File: src/aics_pkg.sv
// Constants and types shared by the analog input code scheduler
package aics_pkg;
	// Sample format: signed fixed point, FRAC fractional bits (volts or milliamps)
	localparam int FRAC = 12;
	localparam int SMP_W = 20;
	localparam int CODE_W = 14;
	localparam int MS_W = 12;
	// Clock and time units
	localparam int CLK_PERIOD_NS = 8;
	localparam int MS_NS = 1000000;
	localparam int POWERUP_MS = 3000;
	localparam int BASE4_MS = 400;
	localparam int BASE8_MS = 710;
	localparam int EXT_MS = 220;
	localparam int NCH_SMALL = 4;
	// Scaling: volts x1024, milliamps x256
	localparam int V_SHIFT = FRAC - 10;
	localparam int I_SHIFT = FRAC - 8;
	localparam logic signed [SMP_W-1:0] V_HALF = 20'sh00002;
	localparam logic signed [SMP_W-1:0] I_HALF = 20'sh00008;
	localparam logic signed [SMP_W-1:0] ONE_V = 20'sh01000;
	localparam logic signed [SMP_W-1:0] FOUR_MA = 20'sh04000;
	localparam logic signed [SMP_W-1:0] MINUS3_V = 20'shfd000;
	localparam logic signed [SMP_W-1:0] RAW_MIN = 20'sh00001;
	localparam logic signed [SMP_W-1:0] RAW_MAX = 20'sh00fff;
	// Data codes
	localparam logic [CODE_W-1:0] CODE_ZERO = 14'h0000;
	localparam logic [CODE_W-1:0] UNDER_ELEV = 14'h0fff;
	localparam logic [CODE_W-1:0] OVER_STD = 14'h1000;
	localparam logic [CODE_W-1:0] ELEV_OFS = 14'h1000;
	localparam logic [CODE_W-1:0] OVER_ELEV = 14'h2000;

	typedef logic [CODE_W-1:0] aics_code_t;

	typedef struct packed {
		logic isCurrent;
		logic signed [SMP_W-1:0] value;
	} aics_sample_t;

	typedef struct packed {
		aics_code_t code;
		logic under;
		logic over;
		logic ext;
	} aics_conv_t;

	typedef enum logic [1:0] {
		ST_POWERUP = 2'b00,
		ST_RUN = 2'b01,
		ST_RECOVER = 2'b10
	} aics_state_t;
endpackage

File: src/aics_scheduler.sv
// Analog input code scheduler: scaling, substitution codes and update timing
// Function
// - Voltage code is (input - 1 V) x 1024 rounded to nearest.
// - Current code is (input - 4 mA) x 256 rounded to nearest.
// - Elevated range adds 4096 to each valid code.
// - All channel registers refresh once per update interval, base 400 ms or 710 ms by variant.
// - Each deep out-of-range channel adds 220 ms to the update interval.
// - Under range counts toward the extension only at or below -3 V.
// - Shallow under range or sub-4 mA current raises the indication without extension.
// - Out-of-range channels read 0 (4095 elevated) under, 4096 (8192 elevated) over.
// - First three seconds after power-up and during failure recovery, all codes read 0.
// - The interval is recomputed each period, shrinking as channels return to range.
// - A range select chooses standard or elevated codes for all channels.
// - The latest code for each channel is held for the controller to poll.
// - Valid codes span 1..4095 standard and 4097..8191 elevated; others flag invalid data.
module aics_scheduler #(
	parameter int NCH = aics_pkg::NCH_SMALL,
	parameter int CYC_PER_MS = aics_pkg::MS_NS / aics_pkg::CLK_PERIOD_NS,
	parameter int POWERUP_MS = aics_pkg::POWERUP_MS
) (
	input wire logic clk, // 125 MHz clock
	input wire logic nrst, // Async reset, active low
	input wire aics_pkg::aics_sample_t [NCH-1:0] sample, // Converted samples per channel
	input wire logic elevRange, // 1 selects elevated range
	input wire logic failRecover, // High during failure recovery
	output aics_pkg::aics_code_t [NCH-1:0] chanCode, // Polled channel codes
	output logic underInd, // Some channel under range
	output logic overInd, // Over-range lamp drive
	output logic updStrobe // One cycle per register refresh
);
	import aics_pkg::*;

	localparam int BASE_MS = (NCH == NCH_SMALL) ? BASE4_MS : BASE8_MS;
	localparam int TW = $clog2(CYC_PER_MS + 1);
	localparam int OW = $clog2(NCH + 1);

	// Reset release synchroniser
	logic rstS1_r;
	logic rstN_r;

	always_ff @(posedge clk or negedge nrst) begin
		if (!nrst) begin
			rstS1_r <= 1'b0;
			rstN_r <= 1'b0;
		end else begin
			rstS1_r <= 1'b1;
			rstN_r <= rstS1_r;
		end
	end

	// Scale one sample and decide its range
	function automatic aics_conv_t classify(input aics_sample_t s, input logic elev);
		logic signed [SMP_W-1:0] diff;
		logic signed [SMP_W-1:0] raw;
		aics_conv_t c;
		diff = '0;
		raw = '0;
		c = '0;
		if (s.isCurrent) begin
			// subtract 4 mA, scale 256, round
			diff = s.value - FOUR_MA;
			raw = (diff + I_HALF) >>> I_SHIFT;
		end else begin
			// subtract 1 V, scale 1024, round
			diff = s.value - ONE_V;
			raw = (diff + V_HALF) >>> V_SHIFT;
		end
		// zero or below and 4096 up are invalid
		c.under = (raw < RAW_MIN);
		c.over = (raw > RAW_MAX);
		// over range and, of under range, only deep voltage stretch the interval
		c.ext = c.over | (c.under & ~s.isCurrent & (s.value <= MINUS3_V));
		if (c.under) begin
			c.code = elev ? UNDER_ELEV : CODE_ZERO;
		end else if (c.over) begin
			c.code = elev ? OVER_ELEV : OVER_STD;
		end else begin
			// raw already bounded to 1..4095 here
			c.code = CODE_W'(raw[CODE_W-1:0]);
			// range select applies to every channel
			if (elev) begin
				c.code = c.code + ELEV_OFS;
			end
		end
		return c;
	endfunction

	aics_conv_t conv [NCH];

	genvar gi;
	generate
		for (gi = 0; gi < NCH; gi++) begin : g_conv
			assign conv[gi] = classify(sample[gi], elevRange);
		end
	endgenerate

	// Range summary of live samples
	logic [OW-1:0] oorCnt;
	logic [NCH-1:0] extVec;
	logic anyUnder;
	logic anyOver;
	logic [MS_W-1:0] intvCalc;

	always_comb begin
		oorCnt = '0;
		extVec = '0;
		anyUnder = 1'b0;
		anyOver = 1'b0;
		for (int i = 0; i < NCH; i++) begin
			oorCnt = oorCnt + OW'(conv[i].ext);
			extVec[i] = conv[i].ext;
			anyUnder = anyUnder | conv[i].under;
			// shallow under range also lights the over lamp
			anyOver = anyOver | conv[i].over | (conv[i].under & ~conv[i].ext);
		end
		// base plus one extension per deep out-of-range channel
		intvCalc = MS_W'(BASE_MS) + MS_W'(oorCnt) * MS_W'(EXT_MS);
	end

	// Scheduler state
	aics_state_t state_r;
	aics_state_t state_nxt;
	logic [TW-1:0] tick_r;
	logic [TW-1:0] tick_nxt;
	logic [MS_W-1:0] msCnt_r;
	logic [MS_W-1:0] msCnt_nxt;
	logic [MS_W-1:0] intv_r;
	logic [MS_W-1:0] intv_nxt;
	aics_code_t [NCH-1:0] chanCode_r;
	aics_code_t [NCH-1:0] chanCode_nxt;
	logic underInd_r;
	logic overInd_r;
	logic upd_r;
	logic upd_nxt;
	logic tickEnd;
	logic msEnd;
	logic [MS_W-1:0] limit;

	always_comb begin
		state_nxt = state_r;
		intv_nxt = intv_r;
		chanCode_nxt = chanCode_r;
		upd_nxt = 1'b0;
		tickEnd = (tick_r == TW'(CYC_PER_MS - 1));
		limit = (state_r == ST_POWERUP) ? MS_W'(POWERUP_MS) : intv_r;
		msEnd = tickEnd && (msCnt_r == limit - MS_W'(1));
		tick_nxt = tickEnd ? '0 : tick_r + TW'(1);
		msCnt_nxt = msEnd ? '0 : (tickEnd ? msCnt_r + MS_W'(1) : msCnt_r);
		case (state_r)
			ST_POWERUP: begin
				// zeros until the power-up hold ends
				chanCode_nxt = '0;
				if (msEnd) begin
					state_nxt = failRecover ? ST_RECOVER : ST_RUN;
					intv_nxt = intvCalc;
				end
			end
			ST_RUN: begin
				if (failRecover) begin
					state_nxt = ST_RECOVER;
					chanCode_nxt = '0;
					tick_nxt = '0;
					msCnt_nxt = '0;
				end else if (msEnd) begin
					// refresh all channels once per interval
					// latest codes held until next refresh
					for (int i = 0; i < NCH; i++) begin
						chanCode_nxt[i] = conv[i].code;
					end
					upd_nxt = 1'b1;
					// next interval follows the current range picture
					intv_nxt = intvCalc;
				end
			end
			ST_RECOVER: begin
				chanCode_nxt = '0;
				tick_nxt = '0;
				msCnt_nxt = '0;
				if (!failRecover) begin
					state_nxt = ST_RUN;
					intv_nxt = intvCalc;
				end
			end
			default: begin
				state_nxt = ST_POWERUP;
				chanCode_nxt = '0;
				tick_nxt = '0;
				msCnt_nxt = '0;
			end
		endcase
	end

	always_ff @(posedge clk or negedge rstN_r) begin
		if (!rstN_r) begin
			state_r <= ST_POWERUP;
			tick_r <= '0;
			msCnt_r <= '0;
			intv_r <= MS_W'(BASE_MS);
			chanCode_r <= '0;
			underInd_r <= 1'b0;
			overInd_r <= 1'b0;
			upd_r <= 1'b0;
		end else begin
			state_r <= state_nxt;
			tick_r <= tick_nxt;
			msCnt_r <= msCnt_nxt;
			intv_r <= intv_nxt;
			chanCode_r <= chanCode_nxt;
			underInd_r <= anyUnder;
			overInd_r <= anyOver;
			upd_r <= upd_nxt;
		end
	end

	assign chanCode = chanCode_r;
	assign underInd = underInd_r;
	assign overInd = overInd_r;
	assign updStrobe = upd_r;

	generate
		for (gi = 0; gi < NCH; gi++) begin : g_chk

		end
	endgenerate
endmodule

File: config.mk
export PLATFORM = sky130hd
export DESIGN_NAME = aics_scheduler
export DESIGN_NICKNAME = d
export VERILOG_FILES = /design/src/aics_pkg.sv /design/src/aics_scheduler.sv
export SDC_FILE = /design/constraint.sdc
export NUM_CORES = 1
export LEC_CHECK = 0
export ABC_AREA = 1
export BUFFER_PORTS_ARGS = -buffer_cell sky130_fd_sc_hd__buf_2
export CAP_MARGIN = 20
export CORE_MARGIN = 2
export CORE_UTILIZATION = 55
export DETAILED_ROUTE_END_ITERATION = 12
export HOLD_SLACK_MARGIN = 0.12
export PLACE_DENSITY_LB_ADDON = 0.08
export SLEW_MARGIN = 30
export SYNTH_ARGS = -nofsm -noshare
export SYNTH_HDL_FRONTEND = slang
export SYNTH_SLANG_ARGS = --single-unit
File: constraint.sdc
create_clock -name clk -period 3.7 [get_ports clk]
set_input_delay 0.74 -clock clk [delete_from_list [all_inputs] [get_ports clk]]
set_output_delay 0.74 -clock clk [all_outputs]
set_load 0.005 [all_outputs]
==> impl_metrics.py, run 1 <==
metrics = {
    "run_status": {
        "status": "finished with violations",
        "violations": "negative setup slack",
    },
    "routing": {
        "ant_nets": 0,
        "wl_met2_mm": 17.2,
        "vias": 13100,
        "top_layer": "met4",
        "drt_iter0_drc": 703,
        "drt-vias-per-instance": 5.45,
        "met3_length_mm": 2.29,
        "met1_length_mm": 13.6,
        "wl_per_cell_um": 14.4,
        "firstDrtPassIters": 5,
        "postRouteWirelength_mm": 34.6,
        "post-route-drc-count": 0,
    },
    "sta": {
        "setup-violations-final": 7,
        "final_hold_viol_count": 0,
        "worst_pin_slew_ps": 713,
        "finalMaxSlewViolations": 0,
        "post-route-period-util": 1.34,
        "tns_ps": -6020,
        "skew_ps": 7.25,
        "max_slew_margin": 0.525,
        "fmax_mhz": 202,
        "setup_slack_ps": -1240,
        "min_period_ps": 4940,
        "rsz0062_at_grt": "yes",
    },
    "clock_network": {
        "cts_tree": "built",
        "htreeDepth": 3,
        "clkSlewWorstSetupHoldPaths_ps": 70,
        "cts_buffer_depth": 2,
        "cts-root-buf": "clkbuf_16",
        "insertion_delay_ps": 360,
        "cts_hold_buf": 0,
        "numCtsBuffers": 9,
        "clock_sinks": 101,
    },
    "worst_setup_path": {
        "cp_common_cell": "inv_2",
        "crit_end": "intv_r[10]$_DFFE_PN0P_",
        "critPathLaunchType": "primary input",
        "rr_endpoint": "chanCode[37]$_DFFE_PN0P_",
        "endpoint_kind": "flop",
        "cp_max_fo": 4,
        "crit_slowest_cell": "fa_1",
        "path_class": "in -> reg",
        "crit_path_start": "sample[66]",
        "reg2regPathDepth": 17,
        "r2r-start": "state_r[1]$_DFFE_PN0P_",
        "crit_arrival_ps": 5180,
        "crit_path_max_incr_delay_ps": 580,
        "reg2reg_setup_slack_ps": 640,
        "required_ps": 3940,
    },
    "logic_synthesis": {
        "synth_nets": 1810,
        "async_reset_ff_frac": 1.00,
        "yosys_warnings": 0,
        "yosys_register_bits": 101,
        "synth_edf_count": 0,
        "synth_cell_type_count": 46,
        "yosysSeqAreaShare": 0.257,
        "ys.flop_type": "dfrtp_1",
        "synth_area_mm2": 0.00984,
        "postSynthAreaPerCell_um2": 5.81,
        "synthCells": 1692,
    },
    "grt": {
        "grt_start_max_net_pins": 57,
        "grt_pass1_vias": 12300,
        "gr-usage-all-layers": 0.350,
        "antenna_found_initial": 0,
        "grt_first_pass_wirelength_mm": 53.8,
        "grt_overflow": 0,
    },
    "layout": {
        "layoutNonFillerInstCount": 2408,
        "insertedDiodeCount": 0,
        "fill_cells": 1267,
        "layout.area.seq_mm2": 0.00253,
        "area_delta_synth_final_pct": 44.3,
        "final_nets": 2296,
        "multiInputGateArea_mm2": 0.00685,
        "drive_gt1_frac": 0.298,
        "final_cell_mix": "nand2_1, buf_4, nand3_1",
        "final_common_cell": "nand2_1",
        "stdcell_area_mm2": 0.0142,
    },
    "placed_design": {
        "placed_area_mm2": 0.0135,
        "place_worst_setup_slack_ps": -1450,
        "port_buffers": 146,
        "place_hpwl_mm": 25.7,
        "dp_cells": 2372,
        "gp_congestion": 0.932,
    },
    "floorplanning": {
        "core-area_mm2": 0.0174,
        "die-area_mm2": 0.0190,
        "start_util": 0.565,
        "num_rows": 48,
        "io_pins": 147,
        "die_h_um": 138,
        "dieWidth_um": 138,
    },
    "power": {
        "p_leak_nw": 7.99,
        "ir_worst_vdd_v": 0.000362,
        "p_per_area_mw_per_mm2": 290,
    },
    "hold_path": {
        "hold_path_class": "in -> async",
    },
    "job": {
        "cap_violations": 0,
    },
}
-- power by group --
| group | switching, mW | internal [mW] |
|---|---|---|
| Combinational | 1.04 | 0.918 |
| Sequential | 0.00542 | 1.11 |
| Clock | 0.464 | 0.579 |
-- area by class of cell --
type | instances | area share
inverter | 178 | 0.0474
clock inverter | 5 | 0.00546
tap | 225 | 0.0198
timing repair buffer | 512 | 0.248
multi-input combinational | 1376 | 0.483
clock buffer | 11 | 0.0178
sequential | 101 | 0.179
-- synthesized netlist by cell type, drive strengths merged (11+ instances only) --
cell / instances / area, um2
dfrtp: 98 / 2450
a21oi: 47 / 239
nand2: 703 / 2690
inv: 178 / 668
buf: 26 / 165
nor2: 176 / 722
ha: 27 / 338
nor3: 28 / 140
xor2: 30 / 263
o21ai: 80 / 404
nand4: 36 / 231
nand3: 198 / 991
clkbuf: 11 / 41.3
-- state kept, by name, summed over array words and instances (netlist names) --
signal     count
underInd       1
overInd        1
rstS1_r        1
state_r        2
intv_r         9
updStrobe      1
msCnt_r       12
rstN_r         1
tick_r        17
chanCode      56
-- through the flow --
step / hold slack, ps / util / power (mW)
2_1_floorplan: 331 / - / 1.98
3_3_place_gp: 201 / 0.775 / 2.63
3_5_place_dp: 205 / 0.775 / 2.67
4_1_cts: 157 / 0.803 / 3.74
5_1_grt: 151 / 0.815 / 4.30
6_report: 156 / 0.815 / 4.11
-- metal layers --
| metal | vias up | GRT usage |
|---|---|---|
| li1 | 6383 | - |
| met4 | 0 | 0.139 |
| met5 | - | 0 |
| met1 | 6075 | 0.400 |
| met2 | 551 | 0.639 |
| met3 | 123 | 0.0677 |
-- cell families after synthesis --
| family | after synthesis | synth area share |
|---|---|---|
| other | 1 | 0.000381 |
| xor gates and xnor gates | 40 | 0.0356 |
| buffers and inverters | 215 | 0.0889 |
| AOI/OAI and AO/OA | 145 | 0.0794 |
| and+or+nand+nor | 1160 | 0.498 |
| DFF | 101 | 0.257 |
| adders and majority gates | 30 | 0.0404 |
-- worst min-delay path by stage --
stage | startpoint | end | slack [ps] | cells after the start
floorplan | rstS1_r$_DFF_PN0_ | rstN_r$_DFF_PN0_ | 330 | 0
global placement | rstN_r$_DFF_PN0_ | chanCode[44]$_DFFE_PN0P_ | 200 | 0
detailed placement | rstN_r$_DFF_PN0_ | chanCode[44]$_DFFE_PN0P_ | 200 | 0
CTS | nrst | rstN_r$_DFF_PN0_ | 160 | 1
global route | nrst | rstN_r$_DFF_PN0_ | 150 | 1
finish | nrst | rstN_r$_DFF_PN0_ | 160 | 1
-- worst max-delay path: cells and delay by family --
kind	cells	cell delay, ps
fa+ha+maj	5	1910
buf+inv	9	830
xor+xnor	2	360
compound gates	6	590
simple gates	9	750
-- what timing repair did --
item	CTS	global route
gates resized for setup	16	44
cloned	0	0
pin swaps	22	38
hold endpoints to repair	0	0
buffers inserted	13	7
setup endpoints to repair	7	7
No activity file was read; power rests on OpenSTA's default activity.
==> inputs of run 2 (changes only) <==
- PLACE_DENSITY_LB_ADDON: 0.08 -> 0.3
- clock period: 3.7 -> 5.3 ns (I/O delays scaled with it)
==> impl_metrics.py, run 2 (synthesized netlist as in run 1, its figures left out) <==
metrics = {
    "run_status": {
        "status": "complete, no violations",
    },
    "routing": {
        "wl_per_cell_um": 13.8,
        "drt-vias-per-instance": 5.42,
        "postRouteWirelength_mm": 30.1,
        "ant_nets": 0,
        "post-route-drc-count": 0,
        "firstDrtPassIters": 6,
        "vias": 11900,
        "drt_iter0_drc": 927,
    },
    "sta": {
        "setup-violations-final": 0,
        "skew_ps": 8.10,
        "min_period_ps": 5250,
        "setup_slack_ps": 52.4,
        "post-route-period-util": 0.990,
        "worst_pin_slew_ps": 837,
        "finalMaxSlewViolations": 0,
        "max_slew_margin": 0.442,
        "final_hold_viol_count": 0,
        "fmax_mhz": 191,
        "tns_ps": 0,
    },
    "clock_network": {
        "numCtsBuffers": 9,
        "insertion_delay_ps": 360,
        "htreeDepth": 3,
        "cts_tree": "built",
        "cts-root-buf": "clkbuf_16",
        "clock_sinks": 101,
        "clkSlewWorstSetupHoldPaths_ps": 70,
        "cts_hold_buf": 0,
        "cts_buffer_depth": 2,
    },
    "power": {
        "p_leak_nw": 6.87,
        "netSwitchingFraction": 0.377,
        "internal-power_mw": 1.55,
        "clkPwrFrac": 0.258,
        "p_per_area_mw_per_mm2": 202,
        "ir_worst_vdd_v": 0.000199,
        "pwr-share-comb": 0.430,
        "power_frac_seq": 0.313,
        "power_switching_mw": 0.938,
    },
    "floorplanning": {
        "start_util": 0.565,
        "io_pins": 147,
        "core-area_mm2": 0.0174,
        "num_rows": 48,
        "die-area_mm2": 0.0190,
        "die_h_um": 138,
        "dieWidth_um": 138,
    },
    "worst_setup_path": {
        "crit_path_max_incr_delay_ps": 550,
        "reg2regPathDepth": 13,
        "crit_arrival_ps": 5490,
        "path_class": "in -> reg",
        "cp_max_fo": 4,
        "crit_slowest_cell": "fa_1",
        "cp_common_cell": "inv_2",
        "required_ps": 5540,
        "critPathLaunchType": "primary input",
        "endpoint_kind": "flop",
    },
    "placed_design": {
        "port_buffers": 146,
        "dp_cells": 2166,
        "place_hpwl_mm": 23.0,
        "gp_congestion": 0.946,
        "place_worst_setup_slack_ps": -300,
    },
    "layout": {
        "drive_gt1_frac": 0.209,
        "final_common_cell": "nand2_1",
        "largest_register_ffs": 56,
        "final_nets": 2075,
        "multiInputGateArea_mm2": 0.00675,
        "fill_cells": 1558,
        "area_delta_synth_final_pct": 25.4,
        "final_cell_mix": "nand2_1, nand3_1, inv_1",
        "layout.area.seq_mm2": 0.00253,
        "layoutNonFillerInstCount": 2188,
    },
    "grt": {
        "grt_pass1_vias": 10400,
        "grt_use_met2": 0.509,
        "met1_usage": 0.421,
        "grt_overflow": 0,
        "grt_first_pass_wirelength_mm": 47.6,
        "grt_start_max_net_pins": 68,
        "grt_busiest_layer": "met2",
        "gr-usage-all-layers": 0.309,
        "antenna_found_initial": 1,
        "grt_use_met3": 0.0346,
    },
    "hold_path": {
        "hold_path_class": "reg -> async",
    },
    "job": {
        "cap_violations": 0,
    },
}
==> run 2: changes by cell type in the layout (fill, tap and decap cells not counted), sizes merged <==
cell,before,now
bufinv,1,0
buf,512,291
clkbuf,11,10
clkinvlp,0,3
diode,0,1
clkinv,2,1
==> run 2: critical path, delay by kind of cell <==
family                   cells  cell delay, ps
AO/OA/AOI/OAI                4             440
adder cells (fa/ha/maj)      8            2180
buffers and inverters        9             600
AND/OR/NAND/NOR             14            1180
==> run 2: power by group through the flow <==
| stage | clock network (mW) | logic [mW] | registers [mW] |
|---|---|---|---|
| final | 0.640 | 1.07 | 0.777 |
| after global routing | 0.673 | 1.17 | 0.779 |
| after CTS | 0.646 | 0.883 | 0.778 |
| after detailed placement | 0 | 0.872 | 0.793 |
| after global placement | 0 | 0.835 | 0.793 |
| after floorplan | 0 | 0.542 | 0.799 |
==> run 2: worst paths after layout <==
path / slack (ps) / end / start
worst max-delay path: 50 / intv_r[11]$_DFFE_PN0P_ / sample[67]
worst min-delay path: 280 / chanCode[23]$_DFFE_PN0P_ / rstN_r$_DFF_PN0_
worst max register to register: 1850 / chanCode[26]$_DFFE_PN0P_ / state_r[0]$_DFFE_PN0P_
worst min register to register: 280 / chanCode[23]$_DFFE_PN0P_ / rstN_r$_DFF_PN0_
max in group asynchronous: 3830 / chanCode[46]$_DFFE_PN0P_ / rstN_r$_DFF_PN0_
min in group clk: 370 / rstN_r$_DFF_PN0_ / rstS1_r$_DFF_PN0_
==> run 2: metal layers <==
layer  vias up  wire, um
met3        67      1970
met5         -         0
li1       5947         -
met2       457     14100
met1      5392     13100
met4         0       961
==> run 2: final cells by class <==
| class | count | share of cell area |
|---|---|---|
| Multi-Input combinational cell | 1376 | 0.547 |
| Inverter | 178 | 0.0544 |
| Clock inverter | 6 | 0.00386 |
| Timing Repair Buffer | 291 | 0.148 |
| Antenna cell | 1 | 0.000203 |
| Tap cell | 225 | 0.0228 |
| Clock buffer | 10 | 0.0186 |
| Sequential cell | 101 | 0.206 |
==> run 2: timing repair <==
action,in CTS,in global routing
endpoints found under the setup margin,0,5
setup buffers,0,5
resized for setup,0,57
==> run 2: through the flow <==
stage	area, um2	hold slack, ps	power, mW	utilization
2_1_floorplan	9940	331	1.34	-
3_3_place_gp	11800	280	1.63	0.678
3_5_place_dp	11800	281	1.66	0.678
4_1_cts	12100	292	2.31	0.694
5_1_grt	12300	328	2.62	0.708
6_report	12300	277	2.49	0.708
